`config.mk`:
```
export PLATFORM = sky130hd
export DESIGN_NAME = mcrc_top
export DESIGN_NICKNAME = d
export VERILOG_FILES = /design/src/rtl/mcrc_pkg.sv /design/src/rtl/mcrc_top.sv
export VERILOG_INCLUDE_DIRS = /design/src /design/src/rtl
export SDC_FILE = /design/constraint.sdc
export NUM_CORES = 1
export LEC_CHECK = 0
export ABC_AREA = 1
export ABC_CLOCK_PERIOD_IN_PS = 2600
export BUFFER_PORTS_ARGS = -buffer_cell sky130_fd_sc_hd__buf_2
export CORE_MARGIN = 2
export CORE_UTILIZATION = 51
export DETAILED_ROUTE_END_ITERATION = 8
export GPL_ROUTABILITY_DRIVEN = 1
export PLACE_DENSITY = 0.79
export SLEW_MARGIN = 20
export SYNTH_ARGS = -nofsm -noshare
export SYNTH_HDL_FRONTEND = slang
export SYNTH_SLANG_ARGS = --single-unit
```
`constraint.sdc`:
```
create_clock -name clk_i -period 2.6 [get_ports clk_i]
set_clock_uncertainty 0.05 [all_clocks]
set_input_delay 0.39 -clock clk_i [delete_from_list [all_inputs] [get_ports clk_i]]
set_output_delay 0.39 -clock clk_i [all_outputs]
set_load 0.01 [all_outputs]
```
`src/rtl/mcrc_consts.svh`:
```
// constants of the motor current regulation control block
`ifndef MCRC_CONSTS_SVH
`define MCRC_CONSTS_SVH
// ************************************************************
// register map, byte addresses
// ************************************************************
`define MCRC_ADR_CTRL 4'h0
`define MCRC_ADR_STATUS 4'h4
`define MCRC_CTRL_RST 10'h000
// ctrl field positions
`define MCRC_F_SCHEME 0
`define MCRC_F_MODE 2
`define MCRC_F_STALL_EN 4
`define MCRC_F_INT_REF 5
`define MCRC_F_REPORT 6
`define MCRC_F_SRC 7
`define MCRC_F_IN1_BIT 8
`define MCRC_F_IN2_BIT 9
// status field positions
`define MCRC_S_BRAKE 0
`define MCRC_S_REPORT 1
`define MCRC_S_TRIP 2
`define MCRC_S_INRUSH 3
`define MCRC_S_STATE 4
// ************************************************************
// default durations in cycles of the 200 MHz clock
// ************************************************************
`define MCRC_OFF_CYC 200
`define MCRC_BLANK_CYC 20
`define MCRC_DEG_CYC 8
`endif

```
`src/rtl/mcrc_pkg.sv`:
```
// types of the motor current regulation control block
package mcrc_pkg;
  // control register layout, low bit first at the bottom
  typedef struct packed {
    logic in2_bit; // bridge_input2_bit
    logic in1_bit; // bridge_input1_bit
    logic src; // bridge_control_source
    logic report; // per_cycle_limit_report
    logic int_ref; // internal threshold select
    logic stall_en; // stall detection enable
    logic [1:0] mode; // regulation_enable_mode
    logic [1:0] scheme; // regulation scheme select
  } mcrc_ctrl_t;
  // gate drives of the two half bridges
  typedef struct packed {
    logic hs1; // out1 high side
    logic ls1; // out1 low side
    logic hs2; // out2 high side
    logic ls2; // out2 low side
  } mcrc_bridge_t;
  // regulation state
  typedef enum logic [1:0] {
    MCRC_IDLE = 2'b00,
    MCRC_OFF = 2'b01,
    MCRC_HOLD = 2'b10
  } mcrc_state_t;
endpackage

```
`src/rtl/mcrc_top.sv`:
```
// current regulation control with classic wishbone register slave
`include "mcrc_consts.svh"
module mcrc_top
  import mcrc_pkg::*;
#(
  parameter int OFF_CYC = `MCRC_OFF_CYC, // off_time in cycles
  parameter int BLANK_CYC = `MCRC_BLANK_CYC, // comparator_blank_time
  parameter int DEG_CYC = `MCRC_DEG_CYC // comparator_filter_time
) (
  input wire logic clk_i, // 200 MHz clock
  input wire logic rst_i, // synchronous reset, active high
  input wire logic cyc_i, // wishbone cycle
  input wire logic stb_i, // wishbone strobe
  input wire logic we_i, // wishbone write
  input wire logic [3:0] adr_i, // wishbone byte address
  input wire logic [3:0] sel_i, // wishbone byte selects
  input wire logic [31:0] dat_i, // wishbone write data
  output logic [31:0] dat_o, // wishbone read data
  output logic ack_o, // wishbone acknowledge
  input wire logic bridge_input1_pin_i, // control pin 1, async
  input wire logic bridge_input2_pin_i, // control pin 2, async
  input wire logic sleep_i, // sleep request, async
  input wire logic cmp_ext_i, // sense above external ref, async
  input wire logic cmp_int_i, // sense above 500 mV ref, async
  input wire logic inrush_window_i, // inrush_window active
  output mcrc_bridge_t bridge_o, // gate drives
  output logic fault_indicator_n_o, // open-drain level, always 0
  output logic fault_indicator_n_oe_o // high while pulling low
);
  localparam int OW = $clog2(OFF_CYC + 1); // off counter width
  localparam int BW = $clog2(BLANK_CYC + 1); // blank counter width
  localparam int DW = $clog2(DEG_CYC + 1); // filter counter width

  // ************************************************************
  // input synchronisers
  // ************************************************************
  logic [4:0] meta_q; // first stage, read only by second stage
  logic [4:0] sync_q; // second stage
  logic [4:0] sync_d; // next value of the second stage
  always_comb
  begin
    sync_d = meta_q;
  end
  always_ff @(posedge clk_i)
  begin
    if (rst_i)
    begin
      meta_q <= 5'h00;
      sync_q <= 5'h00;
    end
    else
    begin
      meta_q <= {cmp_int_i, cmp_ext_i, sleep_i, bridge_input2_pin_i,
                 bridge_input1_pin_i};
      sync_q <= sync_d;
    end
  end

  // ************************************************************
  // register file and wishbone slave
  // ************************************************************
  mcrc_ctrl_t ctrl_q, ctrl_d; // software control
  logic ack_q, ack_d; // one-cycle acknowledge
  logic [31:0] rdat_q, rdat_d; // read data
  logic [31:0] status; // live status word
  mcrc_state_t state_q, state_d; // regulation state
  logic trip; // filtered trip
  logic report_q, report_d; // regulation report active
  // answer one cycle after the request, drop ack the cycle after
  always_comb
  begin
    ctrl_d = ctrl_q;
    ack_d = cyc_i && stb_i && !ack_q;
    rdat_d = rdat_q;
    status = 32'h0000_0000;
    status[`MCRC_S_BRAKE] = (state_q != MCRC_IDLE);
    status[`MCRC_S_REPORT] = report_q;
    status[`MCRC_S_TRIP] = trip;
    status[`MCRC_S_INRUSH] = inrush_window_i;
    status[`MCRC_S_STATE +: 2] = state_q;
    if (ack_d)
    begin
      unique case (adr_i)
        `MCRC_ADR_CTRL:
        begin
          rdat_d = {22'h000000, ctrl_q};
          if (we_i && sel_i[0])
            ctrl_d[7:0] = dat_i[7:0];
          if (we_i && sel_i[1])
            ctrl_d[9:8] = dat_i[9:8];
        end
        `MCRC_ADR_STATUS:
          rdat_d = status; // writes ignored
        default:
          rdat_d = 32'h0000_0000; // unmapped reads zero
      endcase
    end
  end
  always_ff @(posedge clk_i)
  begin
    if (rst_i)
    begin
      ctrl_q <= mcrc_ctrl_t'(`MCRC_CTRL_RST);
      ack_q <= 1'b0;
      rdat_q <= 32'h0000_0000;
    end
    else
    begin
      ctrl_q <= ctrl_d;
      ack_q <= ack_d;
      rdat_q <= rdat_d;
    end
  end
  assign ack_o = ack_q;
  assign dat_o = rdat_q;

  // ************************************************************
  // command decode and comparator filtering
  // ************************************************************
  logic in1, in2; // selected control inputs
  logic cmp; // selected comparator
  logic drive_cmd; // forward or reverse commanded
  logic in_chg; // any change of either input
  logic cbc_edge; // edge that ends a held brake
  logic reg_en; // current regulation allowed now
  logic [1:0] prev_q, prev_d; // last selected inputs
  logic [1:0] pin_q, pin_d; // last pin levels
  logic [1:0] bit_q, bit_d; // last register bit levels
  logic [BW-1:0] blank_q, blank_d; // blanking counter
  logic [DW-1:0] deg_q, deg_d; // filter counter
  mcrc_bridge_t out_q, out_d; // gate drives
  always_comb
  begin
    in1 = ctrl_q.src ? ctrl_q.in1_bit : sync_q[0];
    in2 = ctrl_q.src ? ctrl_q.in2_bit : sync_q[1];
    cmp = ctrl_q.int_ref ? sync_q[4] : sync_q[3];
    drive_cmd = in1 ^ in2;
    prev_d = {in2, in1};
    pin_d = sync_q[1:0];
    bit_d = {ctrl_q.in2_bit, ctrl_q.in1_bit};
    in_chg = (prev_d != prev_q);
    cbc_edge = ctrl_q.src ? |(bit_d & ~bit_q) : (pin_d != pin_q);
    unique case (ctrl_q.mode)
      2'b00: reg_en = 1'b0;
      2'b01: reg_en = ctrl_q.stall_en ? inrush_window_i : 1'b1;
      default: reg_en = 1'b1;
    endcase
    // restart blanking on every output switch
    if (out_d != out_q)
      blank_d = BW'(BLANK_CYC);
    else if (blank_q != '0)
      blank_d = blank_q - BW'(1);
    else
      blank_d = blank_q;
    if (!cmp || blank_q != '0 || out_d != out_q)
      deg_d = '0;
    else if (deg_q != DW'(DEG_CYC))
      deg_d = deg_q + DW'(1);
    else
      deg_d = deg_q;
  end
  assign trip = (deg_q == DW'(DEG_CYC));

  // ************************************************************
  // regulation state machine and outputs
  // ************************************************************
  logic [OW-1:0] off_q, off_d; // off-time counter
  always_comb
  begin
    state_d = state_q;
    off_d = (off_q != '0) ? off_q - OW'(1) : off_q;
    unique case (state_q)
      MCRC_IDLE:
      begin
        // only schemes 00 and 01 limit current
        if (trip && reg_en && drive_cmd && !ctrl_q.scheme[1])
        begin
          if (ctrl_q.scheme[0])
            state_d = MCRC_HOLD;
          else
          begin
            state_d = MCRC_OFF;
            off_d = OW'(OFF_CYC - 1);
          end
        end
      end
      MCRC_OFF:
      begin
        if (in_chg)
          state_d = MCRC_IDLE;
        else if (off_q == '0)
        begin
          if (cmp)
            off_d = OW'(OFF_CYC - 1);
          else
            state_d = MCRC_IDLE;
        end
      end
      MCRC_HOLD:
      begin
        if (cbc_edge || ctrl_q.scheme != 2'b01)
          state_d = MCRC_IDLE;
      end
      default:
        state_d = MCRC_IDLE;
    endcase
    // truth table, sleep forces high impedance
    if (sync_q[2])
      out_d = 4'b0000;
    else if (state_d != MCRC_IDLE)
      out_d = 4'b0101;
    else
    begin
      unique case ({in1, in2})
        2'b00: out_d = 4'b0000;
        2'b01: out_d = 4'b0110;
        2'b10: out_d = 4'b1001;
        default: out_d = 4'b0101;
      endcase
    end
    // report in held brake with drive command
    report_d = ctrl_q.report && state_d == MCRC_HOLD && drive_cmd;
  end
  always_ff @(posedge clk_i)
  begin
    if (rst_i)
    begin
      state_q <= MCRC_IDLE;
      off_q <= '0;
      out_q <= 4'b0000;
      report_q <= 1'b0;
      prev_q <= 2'b00;
      pin_q <= 2'b00;
      bit_q <= 2'b00;
      blank_q <= '0;
      deg_q <= '0;
    end
    else
    begin
      state_q <= state_d;
      off_q <= off_d;
      out_q <= out_d;
      report_q <= report_d;
      prev_q <= prev_d;
      pin_q <= pin_d;
      bit_q <= bit_d;
      blank_q <= blank_d;
      deg_q <= deg_d;
    end
  end
  assign bridge_o = out_q;
  assign fault_indicator_n_oe_o = report_q;
  assign fault_indicator_n_o = 1'b0;
endmodule // mcrc_top

```
==> flow_metrics.tcl, run 1 <==
set metrics [dict create \
    final_cells 515 \
    dr.first_iter.drc_count 89 \
    hold_viol_final 0 \
    port_buffer_count 42 \
    cp_slowest_stage_delay_ns 0.42 \
    cp_top_family "simple AND/OR/NAND/NOR gates" \
    postSynthRegisterBits 61 \
    ctsRootBufferMaster "sky130_fd_sc_hd__clkbuf_8" \
    ant_nets 0 \
    cts_resized 0 \
    critPathLaunch "ctrl_q[7]" \
    tightestPinTransition_ns 0.716 \
    worst-path-buf-inv 2 \
    power_density_mw_per_mm2 715 \
    syn_area_per_cell_um2 7.66 \
    timing.critical_path.slowest_stage_cell "sky130_fd_sc_hd__dfxtp_1" \
    ctsHtreeMaxLevel 3 \
    post_cts_setup_buffer_count 0 \
    insertion_delay_to_the_later_sink_of_the_worst_skew_pair_ns 0.33 \
    grtUsageTotal_pct 17.6 \
    routedWlPerCell_um 10.2 \
    shortest_period_the_worst_path_allows_ns 2.32 \
    number_of_buffers_inserted_during_clock_tree_synthesis 9 \
    fp.dieArea_mm2 0.00650 \
    remaining_drc_errors 0 \
    number_of_enable_type_register_cells_in_the_synthesized_netlist 0 \
    fillcell_total 510 \
    largest_net_degree_at_the_start_of_global_routing 31 \
    power_leakage_nw 1.65 \
    cts_tree "done" \
    finalSetupTns_ns 0 \
    row_count 27 \
    via_count_of_the_first_global_routing_pass 2155 \
    slew-limit-headroom_pct 52.2 \
    synth_ff_type "sky130_fd_sc_hd__dfxtp_1" \
    crit_required_ns 2.78 \
    sequence_of_cells_on_the_critical_path "nand2_1, nand2_2, inv_1, ha_1, nor2_1, nand3_2, nand2_1, nand2_4, nand4_1, nand2_4, nor2_8, nand4_1, nand2_1, inv_1" \
    fin_nets 497 \
    grt_first_pass_wirelength_um 9030 \
    num_io_pins 90 \
    final_core_util_pct 60.1 \
    final-max-slew-violation-count 0 \
    drive_gt1_share_pct 22.1 \
    synth.yosys.seq_area_share_pct 40.8 \
    worst_setup_hold_path_clk_slew_ns 0.07 \
    placement.setup.worst_slack_ns 0.287 \
    grt_antenna_before_repair 0 \
    layout_worst_path_cycle_share_pct 89.2 \
    die_y_um 80.6 \
    run_status "completed" \
    ys.warnings.count 0 \
    syn-instance-count 391 \
    dp_hpwl_um 4020 \
    critical-path-top-cell-by-count "sky130_fd_sc_hd__nand2_1" \
    drt_wl_total_um 5270 \
    coreArea_mm2 0.00557 \
    worstPathArrival_ns 2.50 \
    unrepaired_setup_endpoints_after_global_routing "false" \
    initial_core_util_pct 53.7 \
    dp.cells 499 \
    clock.fmax_mhz 431 \
    synthArstFlopShare_pct 0 \
    max_cap_viol_count 0 \
    stdcell_area_mm2 0.00335 \
    area.growth.synth_to_final_pct 11.9 \
    finalSetupViolCount 0 \
    setup_ws_ns 0.281 \
    cts.sinks 61 \
    place_congestion 0.794 \
    firstDrtPassIters 4 \
    antennaDiodeCount 0 \
    overflow 0 \
    viasPerCell 4.73 \
    crit_path_end_kind "flip-flop" \
    synthesis.area_mm2 0.00299 \
    min-delay-start "bridge_input2_pin_i" \
    worst_setup_path_start_kind "flip-flop" \
    hold_path_class "input pin to flip-flop" \
    placed_area_mm2 0.00319 \
    chipWidth_um 80.6 \
    clock_tree.buffer_depth 2 \
    timing_worst_setup_path_type "flip-flop to flip-flop" \
    worst-path-max-fanout 8 \
    ctsHoldBuffers 0 \
    dr_total_vias 2435 \
    synthDistinctLibCells 37 \
    vdd_drop_max_v 0.000445 \
    crit-reg2reg-launch "ctrl_q[7]" \
]
==> routing by layer <==
metal	wire [um]	GRT usage, %	vias up
li1	-	-	1282
met1	2410	22.2	1077
met2	2480	29.1	67
met3	285	2.70	9
met4	102	8.98	0
met5	0	0	-
==> sequential cells by signal (all words and copies together) (netlist names), 4 cells and up <==
register / cells
deg_q: 4
blank_q: 5
sync_q: 5
dat_o: 10
ctrl_q: 8
off_q: 8
bridge_o: 4
meta_q: 5
==> area by class of cell <==
class | count | area, um^2 | area share (%)
clock buffers | 11 | 131 | 3.92
clock inverters | 5 | 27.5 | 0.822
inverters | 72 | 270 | 8.07
multi-input cells | 250 | 1390 | 41.3
flip-flops and latches | 61 | 1220 | 36.4
well taps | 72 | 90.1 | 2.69
repair buffers | 44 | 225 | 6.72
==> synthesized netlist by cell type, types with 3 or more instances <==
cell | number | share of area (%)
sky130_fd_sc_hd__a21oi_1 | 15 | 2.5
sky130_fd_sc_hd__buf_4 | 23 | 5.8
sky130_fd_sc_hd__clkbuf_1 | 5 | 0.63
sky130_fd_sc_hd__dfxtp_1 | 61 | 41
sky130_fd_sc_hd__ha_1 | 8 | 3.3
sky130_fd_sc_hd__inv_1 | 63 | 7.9
sky130_fd_sc_hd__inv_2 | 9 | 1.1
sky130_fd_sc_hd__nand2_1 | 47 | 5.9
sky130_fd_sc_hd__nand2_2 | 8 | 1.7
sky130_fd_sc_hd__nand2_4 | 3 | 1.1
sky130_fd_sc_hd__nand3_1 | 14 | 2.3
sky130_fd_sc_hd__nand3_2 | 6 | 2.0
sky130_fd_sc_hd__nand4_1 | 5 | 1.0
sky130_fd_sc_hd__nor2_1 | 54 | 6.8
sky130_fd_sc_hd__nor2_2 | 5 | 1.0
sky130_fd_sc_hd__nor3_1 | 4 | 0.67
sky130_fd_sc_hd__o211ai_1 | 5 | 1.3
sky130_fd_sc_hd__o21ai_0 | 22 | 3.7
sky130_fd_sc_hd__o21ai_1 | 3 | 0.50
sky130_fd_sc_hd__xor2_1 | 8 | 2.3
==> per-stage QoR <==
| step | hold WS [ns] | power (mW) |
|---|---|---|
| global route | 0.215 | 2.56 |
| floorplan | 0.338 | 1.62 |
| global placement | 0.341 | 1.70 |
| CTS | 0.197 | 2.41 |
| finish | 0.210 | 2.39 |
| detailed placement | 0.342 | 1.72 |
==> path summary, 6_finish.rpt <==
kind	cells past startpoint	slack (ns)	end
min	3	0.21	meta_q[1]
max reg2reg	14	0.28	blank_q[4]
min reg2reg	2	0.35	sync_q[0]
max	14	0.28	blank_q[4]
==> worst min-delay path, cell delays in order <==
cell                     delay, ns
sky130_fd_sc_hd__buf_2        0.09
sky130_fd_sc_hd__inv_1        0.04
sky130_fd_sc_hd__nor2_1       0.03
==> report_power, final <==
part | internal (mW) | switching [mW] | total [mW]
clock | 0.339 | 0.352 | 0.691
combinational | 0.236 | 0.380 | 0.616
sequential | 1.03 | 0.0572 | 1.09
total | 1.61 | 0.789 | 2.39
==> cells by family after synthesis <==
group,synth area share [%]
simple gates,27.2
buf+inv,15.7
flops,40.8
compound gates,10.1
fa+ha+maj,3.34
xor+xnor,2.34
other cells,0.125
mux,0.376
==> placed cells by master, fill, tap and decap left out, drive strengths merged, types with 2 or more instances in the layout <==
master / instances
o211ai: 5
nor2: 63
nand3: 21
nand4: 7
ha: 8
dfxtp: 61
conb: 23
o21ai: 25
xor2: 8
nand2: 58
nor4: 2
nor3: 4
clkinv: 4
a32o: 2
a22oi: 2
buf: 44
o22ai: 2
a21oi: 15
clkbuf: 11
inv: 72
Note: power is estimated with default switching activity, not from simulation.
==> run 2: changes to the inputs <==
BUFFER_PORTS_ARGS = unset   (was -buffer_cell sky130_fd_sc_hd__buf_2)
DONT_BUFFER_PORTS = 1   (was unset)
PLACE_DENSITY = 0.66   (was 0.79)
==> run 2 against run 1 <==
  * Worst setup slack better by 0.038 ns
  * Flip-flop and latch count is the same
  * Via count fell by 7.9%
  * Clock power up 5.4%
  * Combinational power decreased by 7.0%
  * Register-to-register slack better by 0.04 ns
  * First-iteration DRC count is 19% lower
  * Final area fell by 6.1%
  * Largest cell class unchanged
==> flow_metrics.tcl, run 2 (synthesized netlist as in run 1, its figures left out) <==
set metrics [dict create \
    power.clock.fraction_pct 30.4 \
    met3_wirelength_um 307 \
    routed-wl-met2_um 2290 \
    max_cap_viol_count 0 \
    insertion_delay_to_the_later_sink_of_the_worst_skew_pair_ns 0.33 \
    largest_net_degree_at_the_start_of_global_routing 32 \
    finalSetupTns_ns 0 \
    ctsHtreeMaxLevel 3 \
    port_buffer_count 0 \
    slew-limit-headroom_pct 60.1 \
    final_core_util_pct 56.5 \
    chipWidth_um 80.6 \
    finalSetupViolCount 0 \
    final_common_cell "sky130_fd_sc_hd__inv_1" \
    via_count_of_the_first_global_routing_pass 2076 \
    post_cts_setup_buffer_count 0 \
    final_cells 471 \
    drive_gt1_share_pct 13.8 \
    stdcell_area_mm2 0.00315 \
    worst_setup_path_start_kind "flip-flop" \
    fillcell_total 558 \
    final_cell_mix "sky130_fd_sc_hd__inv_1 (63), sky130_fd_sc_hd__dfxtp_1 (61), sky130_fd_sc_hd__nor2_1 (54)" \
    worstPathArrival_ns 2.46 \
    cts_tree "done" \
    num_io_pins 90 \
    vdd_drop_max_v 0.000336 \
    dp.cells 457 \
    cts_resized 0 \
    run_status "completed" \
    fp.dieArea_mm2 0.00650 \
    hold_path_class "input pin to flip-flop" \
    area.growth.synth_to_final_pct 5.10 \
    power_density_mw_per_mm2 761 \
    final-max-slew-violation-count 0 \
    dr_total_vias 2242 \
    crit_required_ns 2.78 \
    overflow 0 \
    grtUsageTotal_pct 18.0 \
    antennaDiodeCount 0 \
    remaining_drc_errors 0 \
    switching_power_uw 762 \
    clock_tree.buffer_depth 2 \
    ctsHoldBuffers 0 \
    tightestPinTransition_ns 0.598 \
    comb_power_share_pct 23.9 \
    fin_nets 455 \
    worst-path-max-fanout 8 \
    die_y_um 80.6 \
    ctsRootBufferMaster "sky130_fd_sc_hd__clkbuf_8" \
    layout_worst_path_cycle_share_pct 87.7 \
    largest_reg_flops 10 \
    cts.sinks 61 \
    p_int_mw 1.63 \
    design_power_total_mw 2.40 \
    placed_area_mm2 0.00298 \
    viasPerCell 4.76 \
    number_of_buffers_inserted_during_clock_tree_synthesis 9 \
    row_count 27 \
    timing_worst_setup_path_type "flip-flop to flip-flop" \
    clock.fmax_mhz 438 \
    grt_first_pass_wirelength_um 8900 \
    power_leakage_nw 1.47 \
    unrepaired_setup_endpoints_after_global_routing "false" \
    area_of_the_multi_input_gates_mm2 0.00139 \
    netSwitchingFraction_pct 31.8 \
    top_layer_used "met4" \
    ant_nets 0 \
    firstDrtPassIters 4 \
    grt_antenna_before_repair 0 \
    dp_hpwl_um 3860 \
    drt_wl_total_um 5160 \
    crit_path_end_kind "flip-flop" \
    worst_setup_hold_path_clk_slew_ns 0.06 \
    dr.first_iter.drc_count 72 \
    met1_wire_length_um 2430 \
    initial_core_util_pct 53.7 \
    place_congestion 0.787 \
    hold_viol_final 0 \
    coreArea_mm2 0.00557 \
    shortest_period_the_worst_path_allows_ns 2.28 \
    area.sequential_mm2 0.00122 \
    routedWlPerCell_um 10.9 \
    seq_power_share_pct 45.7 \
]
[run 2: cell count changes in the layout (fill, tap and decap cells not counted)]
cell,before,now
sky130_fd_sc_hd__clkinvlp_4,1,0
sky130_fd_sc_hd__buf_2,42,0
sky130_fd_sc_hd__clkbuf_1,2,1
sky130_fd_sc_hd__clkbuf_8,9,11
sky130_fd_sc_hd__clkinv_2,4,2
[run 2: per-stage QoR]
stage	hold slack, ns	worst slack, ns
detailed placement	0.343	0.320
global route	0.0544	0.0793
finish	0.0740	0.319
floorplan	0.338	0.540
CTS	0.0586	0.307
global placement	0.340	0.347
[run 2: worst paths after layout]
check / to / cells past startpoint / startpoint / slack [ns]
max: blank_q[2] / 14 / ctrl_q[7] / 0.32
min: ack_o / 1 / rst_i / 0.07
max reg2reg: blank_q[2] / 14 / ctrl_q[7] / 0.32
min reg2reg: sync_q[0] / 2 / meta_q[0] / 0.35
[run 2: layout make-up]
| type | instances | share of cell area (%) |
|---|---|---|
| tap | 72 | 2.86 |
| multi-input combinational | 250 | 44.0 |
| clock buffer | 12 | 4.93 |
| timing repair buffer | 2 | 0.477 |
| inverter | 72 | 8.59 |
| clock inverter | 2 | 0.318 |
| sequential | 61 | 38.8 |
[run 2: layer usage]
| layer | vias to the layer above | global-route usage, % |
|---|---|---|
| li1 | 1189 | - |
| met1 | 984 | 21.8 |
| met2 | 57 | 28.6 |
| met3 | 12 | 5.06 |
| met4 | 0 | 10.2 |
| met5 | - | 0 |
[run 2: critical path: stages, from the launching register on]
cell                      delay, ns
sky130_fd_sc_hd__dfxtp_1       0.42
sky130_fd_sc_hd__nand2_1       0.13
sky130_fd_sc_hd__nand2_2       0.12
sky130_fd_sc_hd__inv_1         0.08
sky130_fd_sc_hd__ha_1          0.33
sky130_fd_sc_hd__nor2_1        0.14
sky130_fd_sc_hd__nand3_2       0.12
sky130_fd_sc_hd__nand2_1       0.12
sky130_fd_sc_hd__nand2_4       0.10
sky130_fd_sc_hd__nand4_1       0.15
sky130_fd_sc_hd__nand2_4       0.08
sky130_fd_sc_hd__nor2_8        0.14
sky130_fd_sc_hd__nand4_1       0.09
sky130_fd_sc_hd__nand2_1       0.07
sky130_fd_sc_hd__inv_1         0.04
[run 2: power groups by stage]
| stage | logic (mW) | registers, mW | clock network [mW] |
|---|---|---|---|
| after global placement | 0.560 | 1.11 | 0 |
| after CTS | 0.579 | 1.09 | 0.749 |
| after detailed placement | 0.575 | 1.12 | 0 |
| final | 0.573 | 1.09 | 0.728 |
| after global routing | 0.679 | 1.11 | 0.789 |
| after floorplan | 0.516 | 1.10 | 0 |
